===== src/hw/fwu_pkg.sv =====
// constants and types of the firmware upload command block
package fwu_pkg;
   // -------------------------------------------------------------
   // command codes
   // -------------------------------------------------------------
   localparam logic [7:0] CMD_HW_COMPAT = 8'hd4;
   localparam logic [7:0] CMD_CAPABILITY = 8'hd5;
   localparam logic [7:0] CMD_MODE = 8'hd6;
   localparam logic [7:0] CMD_BLOCK = 8'hd7;
   localparam logic [7:0] CMD_STATUS = 8'hd8;
   localparam logic [7:0] CMD_FW_REV = 8'hd9;
   // -------------------------------------------------------------
   // field positions
   // -------------------------------------------------------------
   localparam int MODE_UPLOAD_BIT = 0;
   localparam int CAP_STANDBY_BIT = 0;
   localparam int CAP_ON_CYCLE_BIT = 1;
   localparam int CAP_ON_NOCYCLE_BIT = 2;
   localparam int ST_OK_BIT = 0;
   localparam int ST_WAIT_BIT = 1;
   localparam int ST_BAD_SAFE_BIT = 2;
   localparam int ST_BAD_FULL_BIT = 3;
   localparam int ST_UNSUP_BIT = 4;
   // -------------------------------------------------------------
   // image header byte indices (payload of block 0)
   // -------------------------------------------------------------
   localparam int HDR_CRC_LO = 0;
   localparam int HDR_CRC_HI = 1;
   localparam int HDR_MAJOR = 23;
   localparam int HDR_MINOR_PRI = 24;
   localparam int HDR_MINOR_SEC = 25;
   localparam int HDR_COMPAT_1 = 26;
   localparam int HDR_COMPAT_2 = 27;
   localparam int HDR_BSIZE_LO = 28;
   localparam int HDR_BSIZE_HI = 29;
   localparam logic [15:0] HDR_LEN = 16'h0020;
   localparam logic [7:0] SEQ_HEADER = 8'h00;
   // -------------------------------------------------------------
   // reset values and timing
   // -------------------------------------------------------------
   localparam logic [15:0] STATUS_RST = 16'h0000;
   localparam logic [15:0] BSIZE_RST = 16'h0000;
   localparam logic [1:0] BUF_DEPTH = 2'h2;
   localparam int CLK_HZ = 20000000;
   localparam int LED_HALF_MS = 250;
   localparam int LED_HALF_CYC = CLK_HZ / 1000 * LED_HALF_MS;
   // -------------------------------------------------------------
   // types
   // -------------------------------------------------------------
   typedef enum logic {PS_SEQ, PS_PAY} fwu_parse_t;
   typedef struct packed {
      logic [15:0] addr;
      logic [7:0] data;
   } fwu_mem_word_t;
   typedef struct packed {
      logic [23:0] data;
      logic [1:0] len;
   } fwu_rsp_t;
endpackage : fwu_pkg


===== src/hw/fwu_upload_ctrl.sv =====
// firmware upload command interpreter with program memory write path
`timescale 1ns/10ps
module fwu_upload_ctrl #(
   parameter logic [7:0] HW_COMPAT_FIRST = 8'h41,  // arbitrary value
   parameter logic [7:0] HW_COMPAT_SECOND = 8'h30, // arbitrary value
   parameter logic [23:0] FW_REV_INIT = 24'h010000,
   parameter logic CAP_STANDBY_ONLY = 1'b0,
   parameter logic CAP_ON_CYCLE = 1'b0,
   parameter logic CAP_ON_NOCYCLE = 1'b1,
   parameter logic CORRUPT_FULL_FEATURE = 1'b0,
   parameter logic [15:0] IMG_BLOCKS = 16'h0004,
   parameter int LED_HALF_CYC = fwu_pkg::LED_HALF_CYC
) (
   input wire logic ref_clk_i,
   input wire logic reset_n_i,
   input wire logic clk_en_i,
   input wire logic req_valid_i,
   input wire logic req_write_i,
   input wire logic [7:0] req_code_i,
   input wire logic [7:0] req_wdata_i,
   input wire logic blk_valid_i,
   input wire logic [7:0] blk_byte_i,
   input wire logic blk_last_i,
   output logic blk_ready_o,
   output logic rsp_valid_o,
   output fwu_pkg::fwu_rsp_t rsp_o,
   output logic mem_valid_o,
   output fwu_pkg::fwu_mem_word_t mem_word_o,
   input wire logic mem_ready_i,
   output logic upload_mode_o,
   output logic standby_req_o,
   output logic safe_mode_o,
   output logic led_green_o
);
   // -------------------------------------------------------------
   // functions
   // -------------------------------------------------------------
   function automatic logic [15:0] blk_addr(input logic [7:0] seq, input logic [15:0] bsize,
                                            input logic [15:0] off);
      logic [31:0] full;
      full = 32'((seq - 8'h01) * bsize) + 32'(off);
      blk_addr = full[15:0];
   endfunction : blk_addr

   // -------------------------------------------------------------
   // state
   // -------------------------------------------------------------
   logic upload_r, corrupt_r, refused_r, hdr_ok_r, done_r, len_err_r;
   logic st_ok_r, st_wait_r, st_bad_r, st_unsup_r;
   fwu_pkg::fwu_parse_t pstate_r;
   logic [7:0] seq_r;
   logic [15:0] pay_cnt_r, bsize_r, sum_r, blocks_r;
   logic [7:0] hdr_r [0:31];
   logic [23:0] fw_rev_r;
   logic ready_r, rsp_valid_r, mem_valid_r, standby_r, led_r;
   fwu_pkg::fwu_rsp_t rsp_r;
   fwu_pkg::fwu_mem_word_t ent_r [0:1];
   logic [1:0] cnt_r;
   logic [31:0] led_cnt_r;

   // -------------------------------------------------------------
   // command decode
   // -------------------------------------------------------------
   wire mode_wr = req_valid_i & req_write_i & (req_code_i == fwu_pkg::CMD_MODE);
   wire enter = mode_wr & req_wdata_i[fwu_pkg::MODE_UPLOAD_BIT];
   wire leave = mode_wr & ~req_wdata_i[fwu_pkg::MODE_UPLOAD_BIT] & ~corrupt_r;
   wire rd_req = req_valid_i & ~req_write_i;
   wire blk_take = blk_valid_i & ready_r;
   wire accept = upload_r & ~refused_r & ~enter;
   wire in_pay = blk_take & (pstate_r == fwu_pkg::PS_PAY);
   wire is_hdr = (seq_r == fwu_pkg::SEQ_HEADER);
   wire blk_end = in_pay & blk_last_i;
   wire [15:0] pay_len = pay_cnt_r + 16'h0001;
   wire push = in_pay & accept & ~is_hdr & hdr_ok_r;
   wire [15:0] sum_nxt = push ? sum_r + {8'h00, blk_byte_i} : sum_r;
   wire hdr_end = blk_end & accept & is_hdr & (pay_len == fwu_pkg::HDR_LEN);
   wire compat_bad = (hdr_r[fwu_pkg::HDR_COMPAT_1] != HW_COMPAT_FIRST) |
                     (hdr_r[fwu_pkg::HDR_COMPAT_2] != HW_COMPAT_SECOND);
   wire data_end = blk_end & accept & ~is_hdr & hdr_ok_r;
   wire len_bad = data_end & (pay_len != bsize_r);
   wire img_done = data_end & (blocks_r + 16'h0001 == IMG_BLOCKS) & ~done_r;
   wire img_good = (sum_nxt == {hdr_r[fwu_pkg::HDR_CRC_HI], hdr_r[fwu_pkg::HDR_CRC_LO]}) &
                   ~len_err_r & ~len_bad;
   wire [15:0] status_w = {11'h000, st_unsup_r, st_bad_r & CORRUPT_FULL_FEATURE,
                           st_bad_r & ~CORRUPT_FULL_FEATURE, st_wait_r, st_ok_r};
   // every image lives in the main program space, so any advertised mode covers it all
   wire [7:0] cap_w = {5'h00, CAP_ON_NOCYCLE, CAP_ON_CYCLE, CAP_STANDBY_ONLY};
   wire [23:0] rd_data =
      (req_code_i == fwu_pkg::CMD_HW_COMPAT) ? {8'h00, HW_COMPAT_SECOND, HW_COMPAT_FIRST} :
      (req_code_i == fwu_pkg::CMD_CAPABILITY) ? {16'h0000, cap_w} :
      (req_code_i == fwu_pkg::CMD_MODE) ? {16'h0000, 7'h00, upload_r} :
      (req_code_i == fwu_pkg::CMD_STATUS) ? {8'h00, status_w} :
      (req_code_i == fwu_pkg::CMD_FW_REV) ? fw_rev_r : 24'h000000;
   wire [1:0] rd_len =
      (req_code_i == fwu_pkg::CMD_HW_COMPAT) ? 2'h2 :
      (req_code_i == fwu_pkg::CMD_CAPABILITY) ? 2'h1 :
      (req_code_i == fwu_pkg::CMD_MODE) ? 2'h1 :
      (req_code_i == fwu_pkg::CMD_STATUS) ? 2'h2 :
      (req_code_i == fwu_pkg::CMD_FW_REV) ? 2'h3 : 2'h0;
   wire pop = (cnt_r != 2'h0) & mem_ready_i;
   wire [1:0] cnt_nxt = cnt_r + {1'b0, push} - {1'b0, pop};
   wire fwu_pkg::fwu_mem_word_t new_word = '{addr: blk_addr(seq_r, bsize_r, pay_cnt_r),
                                              data: blk_byte_i};

   // -------------------------------------------------------------
   // upload mode and status
   // -------------------------------------------------------------
   always_ff @(posedge ref_clk_i or negedge reset_n_i)
   begin
      if (!reset_n_i)
      begin
         upload_r <= 1'b0;
         corrupt_r <= 1'b0;
         refused_r <= 1'b0;
         done_r <= 1'b0;
         st_ok_r <= 1'b0;
         st_wait_r <= 1'b0;
         st_bad_r <= 1'b0;
         st_unsup_r <= 1'b0;
         fw_rev_r <= FW_REV_INIT;
      end
      else if (clk_en_i)
      begin
         if (enter)
         begin
            upload_r <= 1'b1;
            refused_r <= 1'b0;
            done_r <= 1'b0;
            {st_ok_r, st_wait_r, st_bad_r, st_unsup_r} <= 4'h0;
         end
         else
         begin
            // a corrupt verdict in the cycle of an exit request still holds the mode
            if (leave && !(img_done && !img_good))
               upload_r <= 1'b0;
            st_wait_r <= upload_r & ~done_r & ~refused_r & ~img_done;
            if (hdr_end & compat_bad)
            begin
               refused_r <= 1'b1;
               st_unsup_r <= 1'b1;
            end
            if (img_done)
            begin
               done_r <= 1'b1;
               st_ok_r <= img_good;
               st_bad_r <= ~img_good;
               corrupt_r <= ~img_good;
               if (img_good)
                  fw_rev_r <= {hdr_r[fwu_pkg::HDR_MAJOR], hdr_r[fwu_pkg::HDR_MINOR_PRI],
                               hdr_r[fwu_pkg::HDR_MINOR_SEC]};
            end
         end
      end
   end

   // -------------------------------------------------------------
   // block parser
   // -------------------------------------------------------------
   always_ff @(posedge ref_clk_i or negedge reset_n_i)
   begin
      if (!reset_n_i)
      begin
         pstate_r <= fwu_pkg::PS_SEQ;
         seq_r <= 8'h00;
         pay_cnt_r <= 16'h0000;
         hdr_ok_r <= 1'b0;
         bsize_r <= fwu_pkg::BSIZE_RST;
         sum_r <= 16'h0000;
         blocks_r <= 16'h0000;
         len_err_r <= 1'b0;
      end
      else if (clk_en_i)
      begin
         if (enter)
         begin
            pstate_r <= fwu_pkg::PS_SEQ;
            hdr_ok_r <= 1'b0;
            sum_r <= 16'h0000;
            blocks_r <= 16'h0000;
            len_err_r <= 1'b0;
         end
         else if (blk_take)
         begin
            unique case (pstate_r)
               fwu_pkg::PS_SEQ:
               begin
                  seq_r <= blk_byte_i;
                  pay_cnt_r <= 16'h0000;
                  if (!blk_last_i)
                     pstate_r <= fwu_pkg::PS_PAY;
               end
               fwu_pkg::PS_PAY:
               begin
                  pay_cnt_r <= pay_len;
                  sum_r <= sum_nxt;
                  if (blk_last_i)
                     pstate_r <= fwu_pkg::PS_SEQ;
                  if (hdr_end & ~compat_bad)
                  begin
                     hdr_ok_r <= 1'b1;
                     bsize_r <= {hdr_r[fwu_pkg::HDR_BSIZE_HI], hdr_r[fwu_pkg::HDR_BSIZE_LO]};
                  end
                  if (data_end)
                     blocks_r <= blocks_r + 16'h0001;
                  if (len_bad)
                     len_err_r <= 1'b1;
               end
            endcase
         end
      end
   end

   // header bytes are kept whole; only a few are read, but the
   // array keeps the capture free of a per-byte decoder
   always_ff @(posedge ref_clk_i)
   begin
      if (clk_en_i && in_pay && accept && is_hdr && pay_cnt_r < fwu_pkg::HDR_LEN)
         hdr_r[pay_cnt_r[4:0]] <= blk_byte_i;
   end

   // -------------------------------------------------------------
   // two-entry memory write buffer
   // -------------------------------------------------------------
   // words already buffered at a restart still drain; the memory
   // side sees them before the first word of the new transfer
   always_ff @(posedge ref_clk_i or negedge reset_n_i)
   begin
      if (!reset_n_i)
      begin
         cnt_r <= 2'h0;
         ready_r <= 1'b1;
         mem_valid_r <= 1'b0;
         ent_r[0] <= '0;
         ent_r[1] <= '0;
      end
      else if (clk_en_i)
      begin
         cnt_r <= cnt_nxt;
         ready_r <= cnt_nxt < fwu_pkg::BUF_DEPTH;
         mem_valid_r <= cnt_nxt != 2'h0;
         if (pop)
         begin
            ent_r[0] <= (push && cnt_r == 2'h1) ? new_word : ent_r[1];
            if (push && cnt_r == fwu_pkg::BUF_DEPTH)
               ent_r[1] <= new_word;
         end
         else if (push)
         begin
            if (cnt_r == 2'h0)
               ent_r[0] <= new_word;
            else
               ent_r[1] <= new_word;
         end
      end
   end

   // -------------------------------------------------------------
   // responses and indicators
   // -------------------------------------------------------------
   always_ff @(posedge ref_clk_i or negedge reset_n_i)
   begin
      if (!reset_n_i)
      begin
         rsp_valid_r <= 1'b0;
         rsp_r <= '0;
         standby_r <= 1'b0;
         led_r <= 1'b1;
         led_cnt_r <= 32'h00000000;
      end
      else if (clk_en_i)
      begin
         rsp_valid_r <= rd_req;
         if (rd_req)
            rsp_r <= '{data: rd_data, len: rd_len};
         standby_r <= upload_r & CAP_STANDBY_ONLY;
         if (!upload_r)
         begin
            led_r <= 1'b1;
            led_cnt_r <= 32'h00000000;
         end
         else if (led_cnt_r == 32'(LED_HALF_CYC - 1))
         begin
            led_r <= ~led_r;
            led_cnt_r <= 32'h00000000;
         end
         else
            led_cnt_r <= led_cnt_r + 32'h00000001;
      end
   end

   assign blk_ready_o = ready_r;
   assign rsp_valid_o = rsp_valid_r;
   assign rsp_o = rsp_r;
   assign mem_valid_o = mem_valid_r;
   assign mem_word_o = ent_r[0];
   assign upload_mode_o = upload_r;
   assign standby_req_o = standby_r;
   assign safe_mode_o = corrupt_r & ~CORRUPT_FULL_FEATURE;
   assign led_green_o = led_r;
endmodule : fwu_upload_ctrl


===== config.mk =====
export PLATFORM = sky130hd
export DESIGN_NAME = fwu_upload_ctrl
export DESIGN_NICKNAME = d
export VERILOG_FILES = /design/src/hw/fwu_pkg.sv /design/src/hw/fwu_upload_ctrl.sv
export SDC_FILE = /design/constraint.sdc
export NUM_CORES = 1
export LEC_CHECK = 0
export BUFFER_PORTS_ARGS = -buffer_cell sky130_fd_sc_hd__clkbuf_2
export CAP_MARGIN = 20
export CORE_MARGIN = 4
export CORE_UTILIZATION = 60
export CTS_BUF_LIST = sky130_fd_sc_hd__clkbuf_4
export DETAILED_ROUTE_END_ITERATION = 16
export PLACE_DENSITY = 0.78
export REMOVE_ABC_BUFFERS = 1
export SLEW_MARGIN = 15
export SYNTH_ARGS = -nofsm -noshare
export SYNTH_HDL_FRONTEND = slang
export SYNTH_SLANG_ARGS = --single-unit
export TNS_END_PERCENT = 10

===== constraint.sdc =====
create_clock -name ref_clk_i -period 8.34 [get_ports ref_clk_i]
set_input_delay 0.834 -clock ref_clk_i [delete_from_list [all_inputs] [get_ports ref_clk_i]]
set_output_delay 0.834 -clock ref_clk_i [all_outputs]
set_load 0.02 [all_outputs]

======== Word-level counts from Yosys, hierarchy flattened ========
Memory sizes are Yosys's and may differ from the RTL's. A register that Yosys moved wholly into a read port is not among the register bits.
Index checks and enable logic that the tools add are counted.
storage, ports and cells
  register bits ........................... 178
  output and inout port bits .............. 57
  memories ................................ 1
  word-level logic and storage cells ...... 199
  RAM bits ................................ 256
memories
  name   words  width  read ports  clocked after memory_dff  wr ports  RTL line               RTL
  hdr_r  32     8      9           5                         1         fwu_upload_ctrl.sv:53  logic [7:0] hdr_r [0:31];
operators by class
  add/subtract/negate cells ............... 8
  bitwise logic cells ..................... 45
  $lt $le $gt $ge ......................... 2
  equality and inequality tests ........... 17
  reductions and logical operators ........ 46
  multiply operators ...................... 1
  muxes and demuxes ....................... 53
operators by type and width
  cell                     count
  $mux W24                 9
  $mux W16                 8
  $mux W48                 2
  $mux W32                 2
  $eq A8 B8 Y1 const B     5
  $add A16 B1 Y16 const B  2
  $add A32 B1 Y32 const B  1
  $eq A32 B23 Y1 const B   1
  $pmux W16 S2             1
  $and A1 B1 Y1            30
  $mux W1                  26
  $reduce_and A4 Y1        6
  $reduce_bool A2 Y1       12
  $mul A9 B17 Y16          1
  $add A16 B16 Y16         1
  $add A16 B8 Y16          1
  $eq A16 B16 Y1           1
  $eq A16 B3 Y1 const B    1
  $eq A16 B6 Y1 const B    1
  $lt A16 B6 Y1 const B    1
  $ne A16 B16 Y1           1
  $not A1 Y1               14
  $reduce_and A2 Y1        6
  $reduce_and A3 Y1        4
  17 further kinds         35

======== Logic depth before layout (Yosys ltp) ========
Gate-level depths: netlist of the first run.
  word-level depth ........................ 18
  gate-level depth with buffers ........... 26

======== Least setup slack after synthesis of the first run ========
OpenSTA, ideal clock, no wires.
  path type ............................... reg2reg
  start ................................... reg seq_r[0]
  end ..................................... reg ent_r (netlist bit mem_word_o[23])
  library setup time ...................... 0.125 ns
  setup slack ............................. 1.563 ns
  arrival ................................. 6.652 ns
  buffers on the path ..................... 2
  cell stages (with the launch flop) ...... 26
  path through ............................ dfrtp_1 inv_1 buf_1 ha_1 xor2_1 clkbuf_1 nand2_1 fa_1 inv_1 fa_1 inv_1 fa_1 inv_1 fa_1 inv_1 fa_1 inv_1 ha_1 a21o_1 a31o_2 a41o_1 o41ai_1 o21ai_0 xnor2_1 mux2_2 mux2_2
on the way
  cells in the longest elaborated chain, start to end .. 7
  elaborated cells between the ends (all ways) .. 14
RTL lines
  element                                                  RTL line                RTL
  from (decl)                                              fwu_upload_ctrl.sv:51   logic [7:0] seq_r;
  from (signal assigned)                                   fwu_upload_ctrl.sv:187  seq_r <= blk_byte_i;
  branches (longest 7 deep; another with $mul A9 B17 Y16)  --
  to (decl)                                                fwu_upload_ctrl.sv:57   fwu_pkg::fwu_mem_word_t ent_r [0:1];
Several ways; the timed one is not identified. The select of a mux whose other input is x is not followed.
A chain may end at the register's enable or synchronous reset.

======== Worst setup path after layout of the first run ========
  start ................................... reg seq_r[2]
  end ..................................... reg ent_r (netlist bit mem_word_o[23])
The elaborated chain is that of the path after synthesis.

==> metrics.log, run 1 <==
[metrics] class of the most critical hold timing path: input port to asynchronous set/reset pin
[metrics] setup repair after global routing missed its margin: false
[metrics] buffer count from post-CTS setup fixing: 0
[metrics] total count of max-transition violations in the final report: 0
[metrics] synthesized area: between 15,000 and 20,000 sq um
[metrics] library cell contributing the largest single delay on the critical path: xor2_1
[metrics] site row count: 62
[metrics] Final Core Density: between 60 and 70%
[metrics] mean routed wirelength per cell: around 18 um
[metrics] cts bufs inserted: 76
[metrics] via/cell ratio: between 5 and 6
[metrics] worst path arrival time: 7.68 ns
[metrics] routability-driven placement congestion ratio: 0.902
[metrics] worst path required time: ~8.9 ns
[metrics] die area: 32,400 sq um
[metrics] # DRC: 0
[metrics] peak per-stage delay on the critical path: 0.64 ns
[metrics] Synth Area per Inst: ~10 sq um
[metrics] growth of design area from synthesis to finish: 9.34%
[metrics] number of antenna violations at the first check in global routing: 2
[metrics] final wirelength: slightly above 40,000 um
[metrics] achievable clock frequency: 0.141 GHz
[metrics] Bufs on Longest Clock Path: 3
[metrics] first-pass GRT wire length: just under 70,000 um
[metrics] Sink Count: 290
[metrics] category of the worst setup path capture point: flop
[metrics] synthesized flop and latch total: 290
[metrics] clock tree from TritonCTS: yes
[metrics] Maximum Capacitance Violations: 0
[metrics] number of failing hold endpoints at the final stage: 0
[metrics] multi-input gate area in the final layout: just over 9000 sq um
[metrics] total of hold buffers inserted after clock tree synthesis: 0
[metrics] Iter 0 DRT Violations: 1,028
[metrics] I/O pin cnt: just under 90
[metrics] clock tree skew after final layout: about 0.044 ns
[metrics] clock transition at the registers of the reported paths: ~0.07 ns
[metrics] Max VDD drop: 0.107 mV
[metrics] Setup TNS Final: 0 ns
[metrics] Floorplan Core Area: between 20,000 and 30,000 sq um
[metrics] predominant post-synthesis flop cell: dfrtp_1
[metrics] number of nets with antenna violations after detailed routing: 0
[metrics] cell seen most often among critical-path stages: fa_1
[metrics] vertical die dimension: about 180 um
[metrics] overall routing resource usage: 25.4%
[metrics] vias after detailed routing: 13,065
[metrics] Static Leakage: roughly 9 nW
[metrics] number of buffers inserted by port buffering: 80
[metrics] flip-flop and latch area: around 7600 sq um
[metrics] fillcell total: between 2,000 and 2,500
[metrics] router iterations before antenna repair: 8
[metrics] leading cell type in the layout, fill and taps excluded: dfrtp_1
[metrics] cell breakdown of the critical path: nor4_1, nor4b_1, xor2_1, and2_1, fa_1, fa_1, fa_1, fa_1, inv_1, fa_1, inv_1, ha_1, nand3_1, nand2_1, a41o_1, o41ai_1, o21ai_0, xnor2_1, mux2_2, mux2_2
[metrics] Tmin final: slightly above 7 ns
[metrics] number of levels in the clock H-tree: 3
[metrics] final worst path period share: around 85%
[metrics] share of flip-flops with an asynchronous set or reset: 75.2%
[metrics] vias in the first global route: ~13,000
[metrics] clk root buf: clkbuf_4
[metrics] Clk Latency, worst-skew pair: around 0.72 ns
[metrics] worst-margin pin slew: just over 1 ns
[metrics] grt total ovfl: 0
[metrics] total of cells resized after clock tree synthesis: 0
[metrics] Final Setup Violations: 0
[metrics] count of warnings emitted by yosys: 0
[metrics] worst r2r path cells: 20
[metrics] Post-synth EDFFs: slightly above 70
[metrics] leading cell types in the layout, fill and taps excluded: dfrtp_1 (215), nand2_1 (167), inv_1 (123)
[metrics] Initial Util: about 61%
[metrics] kind of launch point of the worst setup path: flop
[metrics] post-synthesis sequential area ratio: between 40% and 50%
[metrics] HPWL after detailed placement: about 28,000 um
[metrics] worst rel slew slack: a little under a third
[metrics] run status: finished clean
[metrics] biggest fanout along the worst timing path: 9
[metrics] number of nets in the layout: between 1,500 and 2,000
[metrics] distinct cell type count of the synthesized netlist: a little under 80
[metrics] maximum number of pins on one net before global-route repair: 141
[metrics] fraction of layout cells with a size suffix above 1: a little under a fifth
[metrics] WS Path Type: flop to flop
[metrics] reg-to-reg setup timing slack: 1.25 ns
[metrics] gate count of the mapped netlist: between 1,500 and 2,000
[metrics] power per standard cell area: about 150 nW/um^2
[metrics] overall die width: 180 um
cells in the mapped netlist (24+ instances only):
cell      number  share of area, %
a21oi_1       40               1.1
and2_1        24              0.85
buf_4         25               1.1
clkbuf_1      61               1.3
dfrtp_1      215                30
edfxtp_1      72                12
fa_1          80               9.0
ha_1          63               4.4
inv_1        123               2.6
mux2_2        57               3.6
mux2i_1       30               1.7
nand2_1      167               3.5
nand2b_1      28              0.99
nand3_1       38               1.1
nor2_1        99               2.1
nor2b_1       35               1.2
nor3_1        34              0.96
o21ai_0      123               3.5
o31ai_1       25               1.1
xnor2_1       56               2.8
xor2_1        48               2.4
sequential cells by signal (all words and copies together) (netlist names), 2 cells and up:
signal / flops
fw_rev_r: 24
led_cnt_r: 32
blocks_r: 16
rsp_o: 26
seq_r: 8
sum_r: 16
hdr_r: 72
pay_cnt_r: 16
ent_r: 24
bsize_r: 16
mem_word_o: 24
cnt_r: 2
cells by family after synthesis:
logic type / synth area share, %
flops: 43.0
fa+ha+maj: 13.5
mux: 6.84
xor+xnor: 5.65
compound gates: 10.2
simple gates: 15.4
buf+inv: 5.44
other cells: 0.0212
cell type report:
cell class / count / area share [%]
Inverter: 125 / 2.43
Timing Repair Buffer: 106 / 3.38
Clock inverter: 18 / 0.433
Tap cell: 384 / 2.48
Antenna cell: 2 / 0.0258
Multi-Input combinational cell: 1181 / 47.2
Clock buffer: 121 / 4.69
Sequential cell: 290 / 39.3
per-stage QoR:
step | worst slack, ns | hold WS (ns) | power [mW] | area (sq um) | instances
floorplan | 1.64 | 0.443 | 1.64 | 17200 | 1596
global placement | 1.47 | 0.452 | 1.76 | 18300 | 2081
detailed placement | 1.27 | 0.461 | 1.77 | 18300 | 2083
CTS | 1.26 | 0.275 | 3.02 | 19300 | 2222
global route | 0.781 | 0.0762 | 3.13 | 19400 | 2227
finish | 1.25 | 0.0688 | 3.00 | 19400 | 2227
critical path, delay by kind of cell (launching register included):
family | cells | cell delay (ns)
adders and majority gates | 6 | 2.89
and+or+nand+nor | 5 | 1.29
AOI/OAI and AO/OA | 3 | 0.92
xor gates and xnor gates | 2 | 0.82
muxes | 2 | 0.52
DFF | 1 | 0.44
buffers and inverters | 2 | 0.09
report_power, final:
group          total (mW)  switching, mW  leakage [nW]  internal [mW]
clock                1.25          0.592         0.601          0.661
combinational       0.251          0.167          4.89         0.0833
sequential           1.50         0.0252          3.65           1.47
total                3.00          0.784          9.14           2.22
metal layers:
| layer | vias to the layer above | routed length (um) | GRT usage [%] |
|---|---|---|---|
| met3 | 88 | 2780 | 5.09 |
| met2 | 475 | 19400 | 40.8 |
| met4 | 0 | 1050 | 8.69 |
| li1 | 6066 | - | - |
| met1 | 6436 | 17400 | 34.9 |
| met5 | - | 0 | 0 |
worst paths after layout:
check | from | endpoint
hold reg to reg | hdr_r[28][0] | bsize_r[0]
setup reg to reg | seq_r[2] | mem_word_o[23]
hold / removal | reset_n_i | rsp_o[9]
max in group asynchronous | reset_n_i | blk_ready_o
min in group ref_clk_i | hdr_r[28][0] | bsize_r[0]
setup / recovery | seq_r[2] | mem_word_o[23]
(Power assumes the default switching activity.)
==> inputs of run 2 (changes only) <==
CORE_UTILIZATION = 58   (was 60)
PLACE_DENSITY = 0.79   (was 0.78)
clock period = 6.1 ns   (was 8.34 ns; I/O delays follow)
==> run 2 against run 1 <==
Against the previous run:
- critical path depth up 4
- combinational power up 91%
- routed wire length up 3.1%
- sequential power up 36%
- final area up 3.5%
- via count up 2.1%
- worst setup slack worse by 1.2 ns
- global-route usage up 0.23 points
==> metrics.log, run 2 (synthesis gave the netlist of run 1 again) <==
[metrics] run status: finished clean
[metrics] kind of launch point of the worst setup path: flop
[metrics] WS Path Type: flop to flop
[metrics] die area: roughly 33,000 sq um
[metrics] total count of max-transition violations in the final report: 0
[metrics] final worst path period share: roughly 100%
[metrics] class of the most critical hold timing path: input port to flop
[metrics] power per standard cell area: between 200 and 250 nW/um^2
[metrics] number of antenna violations at the first check in global routing: 1
[metrics] power dissipated by switching net loads: around 1.2 mW
[metrics] overall routing resource usage: 25.6%
[metrics] Sink Count: 290
[metrics] clk root buf: clkbuf_4
[metrics] switching power as a share of total power: 26.7%
[metrics] Iter 0 DRT Violations: between 1,000 and 1,500
[metrics] peak per-stage delay on the critical path: between 0.5 and 0.6 ns
[metrics] clock tree from TritonCTS: yes
[metrics] vias after detailed routing: between 10,000 and 15,000
[metrics] routability-driven placement congestion ratio: around 0.91
[metrics] cell seen most often among critical-path stages: fa_1
[metrics] grt total ovfl: 0
[metrics] post-route non-filler standard cell count: 2,292
[metrics] Clk network pwr share: between 40% and 50%
[metrics] Bufs on Longest Clock Path: 3
[metrics] Initial Util: between 50% and 60%
[metrics] flip-flop count of the largest register, all copies and words added: slightly above 70
[metrics] Final Core Density: approximately 67%
[metrics] final std cell area, no fill: 20,100 sq um
[metrics] final wirelength: around 42,000 um
[metrics] first-pass GRT wire length: about 70,000 um
[metrics] maximum number of pins on one net before global-route repair: 103
[metrics] I/O pin cnt: slightly below 90
[metrics] number of buffers inserted by port buffering: 80
[metrics] leading cell types in the layout, fill and taps excluded: dfrtp_1 (215), nand2_1 (165), o21ai_0 (121)
[metrics] HPWL after detailed placement: about 29,000 um
[metrics] number of levels in the clock H-tree: 3
[metrics] Setup TNS Final: 0 ns
[metrics] # DRC: 0
[metrics] overall die width: between 150 and 200 um
[metrics] clock transition at the registers of the reported paths: 0.06 ns
[metrics] number of nets with antenna violations after detailed routing: 0
[metrics] P_int: around 3.2 mW
[metrics] Max VDD drop: 0.143 mV
[metrics] vertical die dimension: 183 um
[metrics] worst path required time: 6.70 ns
[metrics] clock tree skew after final layout: between 0.05 and 0.06 ns
[metrics] number of failing hold endpoints at the final stage: 0
[metrics] vias in the first global route: 13,915
[metrics] growth of design area from synthesis to finish: 13.2%
[metrics] Final Setup Violations: 0
[metrics] fraction of layout cells with a size suffix above 1: 23.3%
[metrics] via/cell ratio: 5.82
[metrics] cell breakdown of the critical path: buf_6, or3_4, nor3_4, xnor2_2, buf_6, nor2b_1, fa_1, inv_1, fa_1, inv_2, fa_2, fa_1, inv_1, fa_1, inv_1, ha_4, nand3_1, nand2_1, a41o_1, o41ai_2, o21ai_1, xnor2_1, mux2_4, mux2_4
[metrics] Floorplan Core Area: 29,900 sq um
[metrics] worst-margin pin slew: between 1 and 1.5 ns
[metrics] Maximum Capacitance Violations: 0
[metrics] Tmin final: around 6.1 ns
[metrics] Cell Area, Placed: approximately 19,000 sq um
[metrics] Placed Instances: 2,131
[metrics] portion of total power attributed to combinational logic: between 10% and 20%
[metrics] router iterations before antenna repair: 7
[metrics] achievable clock frequency: around 0.16 GHz
[metrics] mean routed wirelength per cell: roughly 18 um
[metrics] site row count: between 60 and 70
[metrics] setup repair after global routing missed its margin: true
[metrics] worst hold slack: between 0.15 and 0.2 ns
[metrics] sequential share of power: 47.4%
[metrics] category of the worst setup path capture point: flop
[metrics] worst path arrival time: roughly 6.7 ns
[metrics] cts bufs inserted: between 70 and 80
[metrics] Clk Latency, worst-skew pair: around 0.7 ns
[metrics] Static Leakage: between 9 and 10 nW
[metrics] library cell contributing the largest single delay on the critical path: fa_1
[metrics] biggest fanout along the worst timing path: 4
[metrics] number of nets in the layout: roughly 2,000
[metrics] worst rel slew slack: a little over a quarter
[metrics] leading cell type in the layout, fill and taps excluded: dfrtp_1
## run 2: repair_timing
item | CTS | global route
endpoints found under the setup margin | 8 | 9
gates resized for setup | 16 | 42
pin swaps | 16 | 35
hold buffers | 1 | 0
buffers inserted | 6 | 8
cloned | 0 | 0
endpoints found under the hold margin | 82 | 0
## run 2: final cells by class
type / instances / area [sq um]
Antenna cell: 1 / 2.50
Clock buffer: 118 / 886
Clock inverter: 28 / 164
Fill cell: 2186 / 9810
Inverter: 125 / 470
Multi-Input combinational cell: 1181 / 9410
Sequential cell: 290 / 7620
Tap cell: 390 / 488
Timing Repair Buffer: 159 / 1020
## run 2: final timing paths
path                                   start        endpoint  slack, ns  cells past startpoint
worst min-delay path                clk_en_i    led_cnt_r[0]       0.17                      2
worst max register to register      seq_r[3]  mem_word_o[23]       0.02                     24
max in group asynchronous          reset_n_i       sum_r[15]       4.24                      3
worst min register to register  hdr_r[25][6]     fw_rev_r[6]       0.46                      1
min in group asynchronous          reset_n_i       rsp_o[23]       0.53                      2
worst max-delay path                seq_r[3]  mem_word_o[23]       0.02                     24
## run 2: power by group through the flow
stage | clock (mW) | combinational, mW | sequential (mW)
detailed placement | 0 | 0.392 | 2.07
global placement | 0 | 0.383 | 2.07
floorplan | 0 | 0.166 | 2.08
finish | 1.79 | 0.479 | 2.04
CTS | 1.83 | 0.430 | 2.04
global route | 1.95 | 0.517 | 2.04
## run 2: metrics by stage
step | power, mW | setup slack, ns
finish | 4.31 | 0.0235
global route | 4.51 | -0.224
CTS | 4.29 | 0.0132
detailed placement | 2.47 | -0.388
global placement | 2.46 | -0.230
floorplan | 2.25 | -0.598
## run 2: per-layer routing
metal	vias up	global-route usage, %	part of all wire, %
met5	-	0	0
met4	0	9.18	2.8
met3	89	4.88	6.7
met2	501	42.4	49
met1	6595	34.1	41
li1	6157	-	-
## run 2: critical path, delay by kind of cell (launching register included)
family,cells,cell delay (ns)
flip-flops,1,0.42
XOR/XNOR,2,0.34
adder cells (fa/ha/maj),6,2.61
buffers and inverters,6,0.55
AND/OR/NAND/NOR,5,0.76
AO/OA/AOI/OAI,3,0.76
multiplexers,2,0.52
